[config.mk]
export PLATFORM = sky130hd
export DESIGN_NAME = opdv_regs
export DESIGN_NICKNAME = d
export VERILOG_FILES = /design/src/pkg/opdv_pkg.sv /design/src/design/opdv_regs.sv /design/src/design/opdv_step_timer.sv /design/src/design/opdv_gain_lut.sv
export VERILOG_INCLUDE_DIRS = /design/src /design/src/pkg
export SDC_FILE = /design/constraint.sdc
export NUM_CORES = 1
export LEC_CHECK = 0
export BUFFER_PORTS_ARGS = -buffer_cell sky130_fd_sc_hd__buf_2
export CAP_MARGIN = 20
export CORE_ASPECT_RATIO = 1.5
export CORE_MARGIN = 1.5
export CORE_UTILIZATION = 55
export CTS_CLUSTER_DIAMETER = 60
export CTS_CLUSTER_SIZE = 16
export DETAILED_ROUTE_END_ITERATION = 10
export PLACE_DENSITY = 0.74
export SYNTH_ARGS = -nofsm -noshare
export SYNTH_HDL_FRONTEND = slang
export SYNTH_SLANG_ARGS = --single-unit
[constraint.sdc]
create_clock -name clk -period 10 [get_ports clk]
set_clock_uncertainty 0.15 [all_clocks]
set_input_delay 0.5 -clock clk [delete_from_list [all_inputs] [get_ports clk]]
set_output_delay 0.5 -clock clk [all_outputs]
set_load 0.01 [all_outputs]
[src/pkg/opdv_map.svh]
`ifndef OPDV_MAP_SVH
`define OPDV_MAP_SVH

// clock and time base
`define OPDV_CLK_MHZ        40
`define OPDV_TICK_US        10
`define OPDV_TICK_CYC       (`OPDV_CLK_MHZ * `OPDV_TICK_US)

// register indices; byte address is four times the index
`define OPDV_IDX_POP        8'h2a
`define OPDV_IDX_VOL_L      8'h2b
`define OPDV_IDX_VOL_R      8'h2c
`define OPDV_IDX_STATUS     8'h2d
`define OPDV_IDX_LINK       8'h2e

// reset values
`define OPDV_POP_RST        8'h00
`define OPDV_VOL_RST        8'h80
`define OPDV_LINK_RST       2'h0

// field positions
`define OPDV_POP_DLY_LSB    4
`define OPDV_POP_RAMP_LSB   2
`define OPDV_POP_VCM_BIT    1
`define OPDV_VOL_MUTE_BIT   7
`define OPDV_POP_WR_MASK    8'hfe

// volume follow modes
`define OPDV_LINK_L_FOLLOWS 2'h1
`define OPDV_LINK_R_FOLLOWS 2'h2

// power-on delays in microseconds
`define OPDV_DLY_1_US       10
`define OPDV_DLY_2_US       100
`define OPDV_DLY_3_US       1000
`define OPDV_DLY_4_US       10000
`define OPDV_DLY_5_US       50000
`define OPDV_DLY_6_US       100000
`define OPDV_DLY_7_US       200000
`define OPDV_DLY_8_US       400000
`define OPDV_DLY_9_US       800000
`define OPDV_DLY_10_US      2000000
`define OPDV_DLY_11_US      4000000

// ramp-up step times in milliseconds
`define OPDV_RAMP_1_MS      1
`define OPDV_RAMP_2_MS      2
`define OPDV_RAMP_3_MS      4
`define OPDV_RAMP_STEPS     8

// output-stage gain table
`define OPDV_OS_CTRLS       7
`define OPDV_OS_LIN_MAX     36
`define OPDV_OS_LAST        117
`define OPDV_OS_STEP_TENTHS 5
`define OPDV_OS_MUTE_ATTEN  10'h3ff

`endif

[src/pkg/opdv_pkg.sv]
`include "opdv_map.svh"

package opdv_pkg;

	typedef enum logic [3:0] {
		OPDV_IDLE  = 4'b0001,
		OPDV_DELAY = 4'b0010,
		OPDV_RAMP  = 4'b0100,
		OPDV_ON    = 4'b1000
	} opdv_state_t;

	typedef struct packed {
		logic [31:0] cnt;
		logic        run;
		logic        done;
	} opdv_timer_st_t;

	typedef struct packed {
		logic [7:0]                              pop;
		logic [7:0]                              vol_l;
		logic [7:0]                              vol_r;
		logic [1:0]                              link;
		logic                                    dp_wr;
		logic [7:0]                              dp_idx;
		logic [31:0]                             rdata;
		opdv_state_t                             st;
		logic [3:0]                              ramp_lvl;
		logic                                    l_mute;
		logic [6:0]                              l_atten;
		logic                                    r_mute;
		logic [6:0]                              r_atten;
		logic [`OPDV_OS_CTRLS-1:0][9:0]          os_atten;
		logic [`OPDV_OS_CTRLS-1:0]               os_mute;
	} opdv_regs_st_t;

endpackage

[src/design/opdv_regs.sv]
// The AHB-Lite slave port was decided locally.
`timescale 1ns/1ps
`include "opdv_map.svh"

// Summary of operation
// - power-on delay code sets driver wait
// - ramp step code sets time per step
// - one bit picks divider or bandgap common-mode
// - left top bit mutes, resets set
// - right top bit mutes, resets set
// - left code attenuates half dB per count
// - right code attenuates half dB per count
// - each output-stage input has volume and mute
// - up to seven volume controls, one per input
// - output-stage code steps about half dB
// - output-stage table, codes above 117 mute
// - link mode lets one channel follow other
module opdv_regs #(
	parameter int unsigned TICK_CYC   = `OPDV_TICK_CYC,
	parameter int unsigned RAMP_STEPS = `OPDV_RAMP_STEPS
) (
	// clock and reset
	input  wire logic                                clk,
	input  wire logic                                rstn,
	// ahb-lite slave
	input  wire logic                                hsel,
	input  wire logic [31:0]                         haddr,
	input  wire logic [1:0]                          htrans,
	input  wire logic                                hwrite,
	input  wire logic [2:0]                          hsize,
	input  wire logic [31:0]                         hwdata,
	input  wire logic                                hready,
	output logic                                     hreadyout,
	output logic                                     hresp,
	output logic [31:0]                              hrdata,
	// output driver power-up
	input  wire logic                                drv_power_req,
	output logic                                     drv_power_en,
	output logic [3:0]                               drv_ramp_level,
	output logic                                     drv_power_done,
	output logic                                     vcm_from_bandgap,
	// dac digital volume
	output logic                                     left_dac_mute,
	output logic [6:0]                               left_dac_atten,
	output logic                                     right_dac_mute,
	output logic [6:0]                               right_dac_atten,
	// output-stage analog volume controls
	input  wire logic [`OPDV_OS_CTRLS-1:0][6:0]      os_vol_code,
	output logic [`OPDV_OS_CTRLS-1:0][9:0]           os_atten_tenths,
	output logic [`OPDV_OS_CTRLS-1:0]                os_mute
);

	opdv_pkg::opdv_regs_st_t q, d;

	logic                            tmr_start;
	logic [22:0]                     tmr_ticks;
	logic                            tmr_done;
	logic [`OPDV_OS_CTRLS-1:0][9:0]  lut_atten;
	logic [`OPDV_OS_CTRLS-1:0]       lut_mute;

	// power-on delay in ticks of the time base
	function automatic logic [22:0] on_delay_ticks(input logic [3:0] code);
		case (code)
			4'h0: on_delay_ticks = 23'h0;
			4'h1: on_delay_ticks = 23'(`OPDV_DLY_1_US / `OPDV_TICK_US);
			4'h2: on_delay_ticks = 23'(`OPDV_DLY_2_US / `OPDV_TICK_US);
			4'h3: on_delay_ticks = 23'(`OPDV_DLY_3_US / `OPDV_TICK_US);
			4'h4: on_delay_ticks = 23'(`OPDV_DLY_4_US / `OPDV_TICK_US);
			4'h5: on_delay_ticks = 23'(`OPDV_DLY_5_US / `OPDV_TICK_US);
			4'h6: on_delay_ticks = 23'(`OPDV_DLY_6_US / `OPDV_TICK_US);
			4'h7: on_delay_ticks = 23'(`OPDV_DLY_7_US / `OPDV_TICK_US);
			4'h8: on_delay_ticks = 23'(`OPDV_DLY_8_US / `OPDV_TICK_US);
			4'h9: on_delay_ticks = 23'(`OPDV_DLY_9_US / `OPDV_TICK_US);
			4'ha: on_delay_ticks = 23'(`OPDV_DLY_10_US / `OPDV_TICK_US);
			4'hb: on_delay_ticks = 23'(`OPDV_DLY_11_US / `OPDV_TICK_US);
			// reserved codes saturate at the longest delay
			4'hc, 4'hd, 4'he, 4'hf: begin
				on_delay_ticks = 23'(`OPDV_DLY_11_US / `OPDV_TICK_US);
			end
			default: on_delay_ticks = 23'h0;
		endcase
	endfunction

	// ramp step time in ticks of the time base
	function automatic logic [22:0] ramp_step_ticks(input logic [1:0] code);
		case (code)
			2'h1: ramp_step_ticks = 23'(`OPDV_RAMP_1_MS * 1000 / `OPDV_TICK_US);
			2'h2: ramp_step_ticks = 23'(`OPDV_RAMP_2_MS * 1000 / `OPDV_TICK_US);
			2'h3: ramp_step_ticks = 23'(`OPDV_RAMP_3_MS * 1000 / `OPDV_TICK_US);
			default: ramp_step_ticks = 23'h0;
		endcase
	endfunction

	// register index of a bus address; misaligned or out-of-window addresses map to none
	function automatic logic [7:0] reg_index(input logic [31:0] addr);
		if (addr[31:10] != 22'h0 || addr[1:0] != 2'h0) begin
			reg_index = 8'h0;
		end else begin
			reg_index = addr[9:2];
		end
	endfunction

	// a transfer is taken when selected, the bus is ready and htrans is nonseq or seq
	function automatic logic bus_taken(
		input logic       sel,
		input logic       rdy,
		input logic [1:0] trans
	);
		bus_taken = sel && rdy && trans[1];
	endfunction

	// register file after a one-byte write; bit zero of pop is never stored
	function automatic opdv_pkg::opdv_regs_st_t reg_write(
		input opdv_pkg::opdv_regs_st_t s,
		input logic [7:0]              idx,
		input logic [7:0]              wb
	);
		opdv_pkg::opdv_regs_st_t r;
		r = s;
		case (idx)
			`OPDV_IDX_POP:   r.pop = wb & `OPDV_POP_WR_MASK;
			`OPDV_IDX_VOL_L: r.vol_l = wb;
			`OPDV_IDX_VOL_R: r.vol_r = wb;
			`OPDV_IDX_LINK:  r.link = wb[1:0];
			default: ;
		endcase
		return r;
	endfunction

	// effective volume byte of one channel
	function automatic logic [7:0] eff_vol(
		input logic [7:0] own,
		input logic [7:0] other,
		input logic       follow
	);
		eff_vol = follow ? other : own;
	endfunction

	// true when the step that just ended is the last of the ramp
	function automatic logic last_step(input logic [3:0] lvl);
		last_step = (32'(lvl) + 32'h1 >= RAMP_STEPS);
	endfunction

	// status byte: ramp steps done over the one-hot sequencer state
	function automatic logic [7:0] status_byte(input opdv_pkg::opdv_regs_st_t s);
		status_byte = {s.ramp_lvl, s.st};
	endfunction

	// read value of a register index, zero when unmapped
	function automatic logic [7:0] read_mux(
		input logic [7:0] idx,
		input opdv_pkg::opdv_regs_st_t s
	);
		case (idx)
			`OPDV_IDX_POP:    read_mux = s.pop & `OPDV_POP_WR_MASK;
			`OPDV_IDX_VOL_L:  read_mux = s.vol_l;
			`OPDV_IDX_VOL_R:  read_mux = s.vol_r;
			`OPDV_IDX_STATUS: read_mux = status_byte(s);
			`OPDV_IDX_LINK:   read_mux = {6'h0, s.link};
			default:          read_mux = 8'h0;
		endcase
	endfunction

	// one timer serves the power-on delay and every ramp step
	opdv_step_timer #(
		.TICK_CYC (TICK_CYC)
	) u_timer (
		.clk   (clk),
		.rstn  (rstn),
		.start (tmr_start),
		.ticks (tmr_ticks),
		.done  (tmr_done)
	);

	genvar gi;
	generate
		for (gi = 0; gi < `OPDV_OS_CTRLS; gi++) begin : g_os
			opdv_gain_lut u_lut (
				.code         (os_vol_code[gi]),
				.atten_tenths (lut_atten[gi]),
				.mute         (lut_mute[gi])
			);
		end
	endgenerate

	always_comb begin
		logic [7:0] wb;
		logic [7:0] l_eff;
		logic [7:0] r_eff;
		wb = hwdata[7:0];
		l_eff = 8'h0;
		r_eff = 8'h0;
		d = q;
		tmr_start = 1'b0;
		tmr_ticks = 23'h0;

		// data phase of a write
		if (q.dp_wr) begin
			d = reg_write(d, q.dp_idx, wb);
		end

		// address phase; reads see this cycle's write, so read-after-write returns new data
		d.dp_wr = 1'b0;
		if (bus_taken(hsel, hready, htrans)) begin
			d.dp_wr = hwrite;
			d.dp_idx = reg_index(haddr);
			d.rdata = hwrite ? 32'h0 : {24'h0, read_mux(d.dp_idx, d)};
		end

		// driver power-up sequence
		case (q.st)
			opdv_pkg::OPDV_IDLE: begin
				// ramp level clears two edges after the request drops
				d.ramp_lvl = 4'h0;
				if (drv_power_req) begin
					tmr_start = 1'b1;
					tmr_ticks = on_delay_ticks(q.pop[7:4]);
					d.st = opdv_pkg::OPDV_DELAY;
				end
			end
			opdv_pkg::OPDV_DELAY: begin
				if (!drv_power_req) begin
					d.st = opdv_pkg::OPDV_IDLE;
				end else if (tmr_done) begin
					tmr_start = 1'b1;
					tmr_ticks = ramp_step_ticks(q.pop[3:2]);
					d.st = opdv_pkg::OPDV_RAMP;
				end
			end
			opdv_pkg::OPDV_RAMP: begin
				if (!drv_power_req) begin
					d.st = opdv_pkg::OPDV_IDLE;
				end else if (tmr_done) begin
					d.ramp_lvl = q.ramp_lvl + 4'h1;
					if (last_step(q.ramp_lvl)) begin
						d.st = opdv_pkg::OPDV_ON;
					end else begin
						tmr_start = 1'b1;
						tmr_ticks = ramp_step_ticks(q.pop[3:2]);
					end
				end
			end
			// drivers stay powered until the request drops
			opdv_pkg::OPDV_ON: begin
				if (!drv_power_req) begin
					d.st = opdv_pkg::OPDV_IDLE;
				end
			end
			default: d.st = opdv_pkg::OPDV_IDLE;
		endcase

		// effective dac volume; following copies the whole register, mute bit included
		l_eff = eff_vol(d.vol_l, d.vol_r, d.link == `OPDV_LINK_L_FOLLOWS);
		r_eff = eff_vol(d.vol_r, d.vol_l, d.link == `OPDV_LINK_R_FOLLOWS);
		d.l_mute = l_eff[`OPDV_VOL_MUTE_BIT];
		d.l_atten = l_eff[6:0];
		d.r_mute = r_eff[`OPDV_VOL_MUTE_BIT];
		d.r_atten = r_eff[6:0];

		d.os_atten = lut_atten;
		d.os_mute = lut_mute;
	end

	always_ff @(posedge clk or negedge rstn) begin
		if (!rstn) begin
			q.pop <= `OPDV_POP_RST;
			q.vol_l <= `OPDV_VOL_RST;
			q.vol_r <= `OPDV_VOL_RST;
			q.link <= `OPDV_LINK_RST;
			q.dp_wr <= 1'b0;
			q.dp_idx <= 8'h0;
			q.rdata <= 32'h0;
			q.st <= opdv_pkg::OPDV_IDLE;
			q.ramp_lvl <= 4'h0;
			q.l_mute <= 1'b1;
			q.l_atten <= 7'h0;
			q.r_mute <= 1'b1;
			q.r_atten <= 7'h0;
			q.os_atten <= '0;
			q.os_mute <= '0;
		end else begin
			q <= d;
		end
	end

	assign hreadyout = 1'b1;
	assign hresp = 1'b0;
	assign hrdata = q.rdata;
	assign drv_power_en = q.st[2] | q.st[3];
	assign drv_ramp_level = q.ramp_lvl;
	assign drv_power_done = q.st[3];
	assign vcm_from_bandgap = q.pop[`OPDV_POP_VCM_BIT];
	assign left_dac_mute = q.l_mute;
	assign left_dac_atten = q.l_atten;
	assign right_dac_mute = q.r_mute;
	assign right_dac_atten = q.r_atten;
	assign os_atten_tenths = q.os_atten;
	assign os_mute = q.os_mute;

endmodule

[src/design/opdv_step_timer.sv]
`timescale 1ns/1ps
`include "opdv_map.svh"

// counts a number of time ticks; done pulses once when the time has run out
module opdv_step_timer #(
	parameter int unsigned TICK_CYC = `OPDV_TICK_CYC
) (
	// clock and reset
	input  wire logic        clk,
	input  wire logic        rstn,
	// control
	input  wire logic        start,
	input  wire logic [22:0] ticks,
	output logic             done
);

	opdv_pkg::opdv_timer_st_t q, d;

	always_comb begin
		d = q;
		d.done = 1'b0;
		if (start) begin
			if (ticks == 23'h0) begin
				d.done = 1'b1;
				d.run = 1'b0;
			end else begin
				d.cnt = 32'(ticks * TICK_CYC) - 32'h1;
				d.run = 1'b1;
			end
		end else if (q.run) begin
			if (q.cnt == 32'h0) begin
				d.done = 1'b1;
				d.run = 1'b0;
			end else begin
				d.cnt = q.cnt - 32'h1;
			end
		end
	end

	always_ff @(posedge clk or negedge rstn) begin
		if (!rstn) begin
			q <= '0;
		end else begin
			q <= d;
		end
	end

	assign done = q.done;

endmodule

[src/design/opdv_gain_lut.sv]
`timescale 1ns/1ps
`include "opdv_map.svh"

// output-stage analog volume code to attenuation in tenths of a dB
module opdv_gain_lut (
	// code in
	input  wire logic [6:0] code,
	// gain out
	output logic [9:0]      atten_tenths,
	output logic            mute
);

	localparam logic [9:0] TBL [37:117] = '{
		10'd186, 10'd191, 10'd196, 10'd201, 10'd206, 10'd211, 10'd216, 10'd221, 10'd226,
		10'd231, 10'd236, 10'd241, 10'd246, 10'd251, 10'd256, 10'd261, 10'd266, 10'd271,
		10'd276, 10'd281, 10'd286, 10'd291, 10'd296, 10'd301, 10'd306, 10'd311, 10'd316,
		10'd321, 10'd326, 10'd331, 10'd336, 10'd341, 10'd346, 10'd351, 10'd357, 10'd361,
		10'd367, 10'd371, 10'd377, 10'd382, 10'd387, 10'd392, 10'd397, 10'd402, 10'd407,
		10'd412, 10'd417, 10'd422, 10'd427, 10'd432, 10'd438, 10'd443, 10'd448, 10'd452,
		10'd458, 10'd462, 10'd467, 10'd474, 10'd479, 10'd482, 10'd487, 10'd493, 10'd500,
		10'd503, 10'd510, 10'd514, 10'd518, 10'd522, 10'd527, 10'd537, 10'd542, 10'd553,
		10'd567, 10'd583, 10'd602, 10'd627, 10'd643, 10'd662, 10'd687, 10'd722, 10'd783
	};

	always_comb begin
		mute = 1'b0;
		if (code <= 7'(`OPDV_OS_LIN_MAX)) begin
			atten_tenths = 10'(code * `OPDV_OS_STEP_TENTHS);
		end else if (code <= 7'(`OPDV_OS_LAST)) begin
			atten_tenths = TBL[code];
		end else begin
			atten_tenths = `OPDV_OS_MUTE_ATTEN;
			mute = 1'b1;
		end
	end

endmodule

==> out/metrics.yaml, run 1 <==
routing:
  antenna_viol_nets_final: 0
  vias_after_detailed_routing: 19555
  postRouteWirelength_um: 54700
  dr.pass1.iters: 8
  drc: 0
  drt-initial-drc-count: 1428
  viasPerCell: 6.22
  route.detailed.wl_per_inst_um: 17.4
setup_path:
  reg2reg_to: "u_timer.q[28]"
  rrSetupSlack_ps: 3050
  data_arrival_at_the_endpoint_of_the_critical_path_ps: 7120
  crit_path_end_kind: "register"
  critPathRequiredTime_ps: 10180
  worstSetupStartpoint: "q[99]"
  r2r.worst_path.cells: 22
  critPathKind: "register to register"
  worst_setup_path_endpoint: "u_timer.q[28]"
  reg2reg_from: "q[99]"
  critical_path.startpoint_type: "register"
  worst-path-max-fanout: 11
place:
  port-buffer-count: 203
  finalWeightedCongestion: 0.920
  post-dp-hpwl_um: 40000
  place_area_um2: 20500
yosys:
  yosysWarnings: 0
  yosys_register_bits: 177
  synthesized_netlist_cell_count: 2700
  synth_async_sr_flop_share: 1.00
  post_synth.cell_area_avg_um2: 7.54
  ys_types: 82
  synth_edf_count: 0
  mappedNetlistArea_um2: 20400
  seq_area_frac_synth: 0.218
  synth-main-ff-cell: "dfrtp_1"
flow_run:
  max_cap_violations: 0
floorplanning:
  floorplan.die_area_um2: 38200
  die-height_um: 239
  ioPinCount: 258
  die_width_um: 160
  initial_utilization: 0.556
  core-area_um2: 36600
  row_count: 86
sta:
  slew_viol_final: 0
  setup_total_negative_slack_ps: 0
  timing.slew.headroom: 0.272
  timing.fmax_mhz: 144
  final_min_period_over_clock_period: 0.695
  hold_violations: 27
  worst_hold_slack_ps: -44.6
  final-setup-viol-count: 0
  tightestPinTransition_ps: 1090
  period_needed_ps: 6950
  grt_setup_unrepaired: "no"
final_layout:
  mostFrequentLayoutCell: "a21oi_1"
  layout_common_cells: "a21oi_1 (292), o21ai_0 (255), nand2_1 (246)"
  area_growth_syn_to_layout_pct: 3.85
  fin_util: 0.578
  post_route_cells_drive_above_1_share: 0.113
  design_area_um2: 21100
  num-nets-final: 3009
status:
  status: "finished, violations left"
  violations: "hold timing"
clock_tree:
  clk_transition_reported_paths_ps: 80
  postCtsResizedCells: 0
  clk_latency_ps: 460
  post-cts-setup-buffers: 0
  tritoncts: "done"
  clock_path_buffers: 2
  numClockSinks: 177
  ctsHtreeMaxLevel: 4
  tritoncts.num_buffers: 17
  cts_root_buffer: "clkbuf_16"
  hold_buffers: 0
global_routing:
  global_route_wire_length_before_repair_um: 89900
  initial_antenna_violation_count: 6
  global_route.usage.total: 0.282
  globalRoute.totalOverflow: 0
  grt_pass1_vias: 18666
  grt_max_degree: 102
worst_hold_path:
  timing.hold.worst.class: "input port to asynchronous set/reset pin"
pwr:
  power_density_over_the_cells_nw_per_um2: 138
  power.leakage_nw: 9.90
  total_power_w: 0.00291
  vdd_drop_max_uv: 92.5
metal layers:
| metal | track usage | routed length [um] | part of all wire |
|---|---|---|---|
| met1 | 0.327 | 21400 | 0.39 |
| met2 | 0.515 | 28400 | 0.52 |
| met3 | 0.0375 | 2950 | 0.054 |
| met4 | 0.124 | 1880 | 0.034 |
| met5 | 0 | 17 | 0.00031 |
report_power, final:
part / total (W) / switching (W) / leakage, nW / internal (W)
combinational: 0.00128 / 0.000816 / 7.43 / 0.000467
sequential: 0.000908 / 0.0000851 / 2.16 / 0.000823
clock: 0.000721 / 0.000371 / 0.308 / 0.000350
cells by family after synthesis:
logic type                 count (synthesis)  synth area share
muxes                                     67            0.0391
DFF                                      177             0.218
and+or+nand+nor                          772             0.177
other                                      2          0.000369
buffers and inverters                    469             0.111
AOI/OAI and AO/OA                        903             0.270
adders and majority gates                245             0.158
xor gates and xnor gates                  65            0.0280
area by class of cell:
type                            instances  area (um2)
Antenna cell                            4        10.0
Clock buffer                           17         425
Clock inverter                         15         215
Fill cell                            3479       15400
Inverter                              160         601
Multi-Input combinational cell       2078       13800
Sequential cell                       177        4440
Tap cell                              484         606
Timing Repair Buffer                  211        1080
cells in the mapped netlist (6+ instances only):
master / number / share of area
nor3_1: 59 / 0.015
or2_2: 18 / 0.0055
buf_1: 20 / 0.0037
and2_1: 9 / 0.0028
a22oi_1: 12 / 0.0044
o21ai_1: 7 / 0.0017
nor4_1: 25 / 0.0077
and3_1: 8 / 0.0025
a31oi_1: 53 / 0.016
inv_1: 151 / 0.028
mux4_2: 9 / 0.010
o211ai_1: 47 / 0.017
xnor2_1: 35 / 0.015
nand2b_1: 23 / 0.0071
a21oi_1: 293 / 0.072
o31ai_1: 24 / 0.0089
o221ai_1: 7 / 0.0030
fa_1: 21 / 0.021
or3_1: 29 / 0.0089
o22a_1: 8 / 0.0034
mux2_2: 10 / 0.0055
nor3b_1: 10 / 0.0037
a21o_1: 23 / 0.0085
ha_1: 219 / 0.13
a211o_1: 11 / 0.0047
a21boi_0: 8 / 0.0030
dfrtp_1: 172 / 0.21
clkinv_1: 7 / 0.0013
nor2_1: 221 / 0.041
a2111oi_0: 12 / 0.0052
o311ai_0: 12 / 0.0052
mux2i_1: 48 / 0.024
a311oi_1: 13 / 0.0056
nor2b_1: 25 / 0.0077
xor2_1: 30 / 0.013
a22o_1: 6 / 0.0026
o22ai_1: 12 / 0.0037
nand2_1: 246 / 0.045
o21ai_0: 255 / 0.063
nand3_1: 60 / 0.015
buf_4: 129 / 0.048
a211oi_1: 57 / 0.021
nand4_1: 10 / 0.0031
clkbuf_1: 155 / 0.029
worst max-delay path: stages, from the launching register on:
cell	delay, ps
dfrtp_1	480
or2_2	360
nor3b_1	420
a21oi_1	140
nor2_1	360
inv_1	90
o22a_1	220
inv_1	130
ha_1	250
ha_1	270
inv_1	50
fa_1	500
inv_1	40
ha_1	480
o211a_1	250
a221oi_4	100
a21o_4	260
o41ai_1	770
xor2_1	230
or4_1	510
or3_1	410
xor2_1	230
o221ai_2	120
through the flow:
step	std cells	setup WS [ps]
final	3146	3050
after global routing	3145	2610
after CTS	3141	3060
after detailed placement	3109	3080
after global placement	3109	3130
after floorplan	2724	3830
registers in the layout, indices dropped and copies added, names as in the netlist:
register	cells
right_dac_mute	1
drv_power_done	1
left_dac_mute	1
q	36
vcm_from_bandgap	1
drv_ramp_level	4
u_timer.done	1
left_dac_atten	7
right_dac_atten	7
u_timer.q	33
os_atten_tenths	70
os_mute	7
hrdata	8
worst min-delay path by stage:
stage                endpoint  slack (ps)  cells after the start
2_1_floorplan  drv_power_done          50                      0
3_3_place_gp           q[139]         320                      2
3_5_place_dp           q[136]         320                      2
4_1_cts         u_timer.q[30]           3                      1
5_1_grt         u_timer.q[30]          40                      1
6_report        u_timer.q[30]         -40                      1
Power figures use the tool's default switching activity.
==> run 2: changes to the inputs <==
- PLACE_DENSITY: 0.74 -> 0.77
- clock period: 10 -> 6.3 ns (I/O delays scaled with it)
==> run 2 against run 1 <==
Against the previous run:
- the run now ends clean
- clock power up 54%
- critical path depth shrank 4
- sequential cell count stayed put
- non-clock buffer count rose by 33
- first-iteration DRC count is 24% higher
- core utilization grew 0.86 points
- sequential share of layout area is 0.30 points lower
- die area is the same
- global-route usage grew 0.39 points
- fmax rose by 14%
- count of clock-buffer cells in the layout rose by 1
- critical endpoint unchanged
- largest cell class unchanged
==> out/metrics.yaml, run 2 (synthesized netlist as in run 1, its figures left out) <==
clock_tree:
  numClockSinks: 177
  ctsHtreeMaxLevel: 4
  clk_latency_ps: 470
  tritoncts.num_buffers: 17
  clk_transition_reported_paths_ps: 80
  cts_root_buffer: "clkbuf_16"
  clock_path_buffers: 2
  tritoncts: "done"
setup_path:
  worst-path-max-fanout: 9
  r2r.worst_path.cells: 18
  crit_path_end_kind: "register"
  critical_path.startpoint_type: "register"
  critPathKind: "register to register"
  total_buffers_and_inverters_traversed_by_the_critical_path: 3
  cpPeakStageDelay_ps: 620
  critPathRequiredTime_ps: 6480
  reg2reg_to: "u_timer.q[28]"
  rrSetupSlack_ps: 190
  crit_top_cell: "ha_1"
  reg2reg_from: "q[97]"
  worst_path_max_delay_cell: "or4b_2"
  data_arrival_at_the_endpoint_of_the_critical_path_ps: 6290
  crit_path_cell_trace: "or4b_2 > buf_4 > or3_1 > ha_1 > ha_1 > inv_1 > fa_1 > inv_1 > ha_1 > nand2_1 > nor3_1 > o21ai_1 > nand2_1 > xor2_1 > or4_1 > or3_1 > xor2_1 > o221ai_2"
  crit_family: "simple AND/OR/NAND/NOR gates"
pwr:
  pwr-share-comb: 0.453
  vdd_drop_max_uv: 155
  sw_frac_of_total: 0.433
  sequentialPowerShare: 0.309
  power.leakage_nw: 10.0
  clock_power_share: 0.238
  cell_internal_pwr_w: 0.00264
  power_density_over_the_cells_nw_per_um2: 217
  netSwitchingPower_w: 0.00201
final_layout:
  largest_register_ffs: 70
  area_growth_syn_to_layout_pct: 5.40
  num-nets-final: 3042
  ff_latch_area_um2: 4440
  multiInputGateArea_um2: 13800
  layout_common_cells: "a21oi_1 (289), o21ai_0 (255), nand2_1 (246)"
  design_area_um2: 21500
  mostFrequentLayoutCell: "a21oi_1"
  fill_cells: 3348
  post_route_cells_drive_above_1_share: 0.125
routing:
  drt-initial-drc-count: 1775
  dr.pass1.iters: 7
  postRouteWirelength_um: 55600
  antenna_viol_nets_final: 0
  vias_after_detailed_routing: 19785
  viasPerCell: 6.23
  drc: 0
  route.detailed.wl_per_inst_um: 17.5
floorplanning:
  row_count: 86
  initial_utilization: 0.556
  ioPinCount: 258
  die_width_um: 160
  core-area_um2: 36600
  floorplan.die_area_um2: 38200
  die-height_um: 239
sta:
  tightestPinTransition_ps: 1080
  period_needed_ps: 6110
  setup_total_negative_slack_ps: 0
  slew_viol_final: 0
  final_min_period_over_clock_period: 0.970
  final-setup-viol-count: 0
  hold_violations: 0
  timing.fmax_mhz: 164
  timing.slew.headroom: 0.276
global_routing:
  global_route_wire_length_before_repair_um: 90900
  global_route.usage.total: 0.286
  grt_pass1_vias: 18826
  globalRoute.totalOverflow: 0
  initial_antenna_violation_count: 2
  grt_max_degree: 114
place:
  finalWeightedCongestion: 0.934
  place_area_um2: 20600
  post-dp-hpwl_um: 40300
  port-buffer-count: 203
worst_hold_path:
  worstHoldPathCells: 2
  whs_endpoint: "q[167]"
  timing.hold.worst.class: "input port to register"
  min_from: "hwdata[7]"
status:
  status: "finished, final reports clean"
flow_run:
  max_cap_violations: 0
## run 2: changes by cell type in the layout (fill, tap and decap cells not counted), sizes merged
| cell | previous run | this run |
|---|---|---|
| buf | 210 | 230 |
| diode | 4 | 2 |
| dlygate4sd3 | 0 | 13 |
| clkinv | 14 | 13 |
| clkbuf | 18 | 19 |
| clkinvlp | 0 | 1 |
| inv | 161 | 160 |
## run 2: stage by stage
stage | power [W] | util | hold WS, ps | std cells | setup slack (ps)
finish | 0.00465 | 0.586 | 17.8 | 3177 | 187
global placement | 0.00343 | 0.563 | 308 | 3124 | 134
global route | 0.00498 | 0.586 | 19.5 | 3176 | -38.3
floorplan | 0.00301 | - | -131 | 2724 | 131
detailed placement | 0.00348 | 0.563 | 312 | 3124 | 93.1
CTS | 0.00462 | 0.583 | 6.56 | 3169 | 52.8
## run 2: metal layers
| layer | vias up | track usage | part of all wire |
|---|---|---|---|
| li1 | 9489 | - | - |
| met1 | 9258 | 0.328 | 0.39 |
| met2 | 870 | 0.527 | 0.52 |
| met3 | 168 | 0.0354 | 0.054 |
| met5 | - | 0 | 0 |
| met4 | 0 | 0.129 | 0.038 |
## run 2: worst max-delay path by stage
| stage | start | end | slack, ps | cells past startpoint |
|---|---|---|---|---|
| detailed placement | q[97] | u_timer.q[28] | 90 | 20 |
| global route | q[97] | u_timer.q[28] | -40 | 19 |
| finish | q[97] | u_timer.q[28] | 190 | 18 |
| CTS | q[97] | u_timer.q[28] | 50 | 20 |
| global placement | q[97] | u_timer.q[28] | 130 | 20 |
| floorplan | q[97] | u_timer.q[28] | 130 | 19 |
## run 2: what timing repair did
action	4_1_cts	5_1_grt
endpoints found under the setup margin	0	11
endpoints found under the hold margin	119	0
gates resized for setup	0	18
hold buffers	13	0
setup buffers	0	6
## run 2: power groups by stage
stage                     registers, W  clock network, W  logic (W)
after detailed placement       0.00145                 0    0.00203
after CTS                      0.00143           0.00113    0.00206
after global placement         0.00145                 0    0.00198
final                          0.00144           0.00111    0.00211
after floorplan                0.00140                 0    0.00161
after global routing           0.00146           0.00118    0.00234
## run 2: layout make-up
class,count,area share
well taps,484,0.0282
inverters,160,0.0280
multi-input cells,2078,0.645
clock inverters,14,0.00776
repair buffers,244,0.0636
flip-flops and latches,177,0.207
clock buffers,18,0.0205
diodes,2,0.000233
## run 2: worst reg2reg max path: stages, from the launching register on
cell	delay, ps
dfstp_2	590
or4b_2	620
buf_4	200
or3_1	450
ha_1	330
ha_1	270
inv_1	60
fa_1	520
inv_1	60
ha_1	490
nand2_1	190
nor3_1	280
o21ai_1	190
nand2_1	120
xor2_1	120
or4_1	600
or3_1	420
xor2_1	210
o221ai_2	130
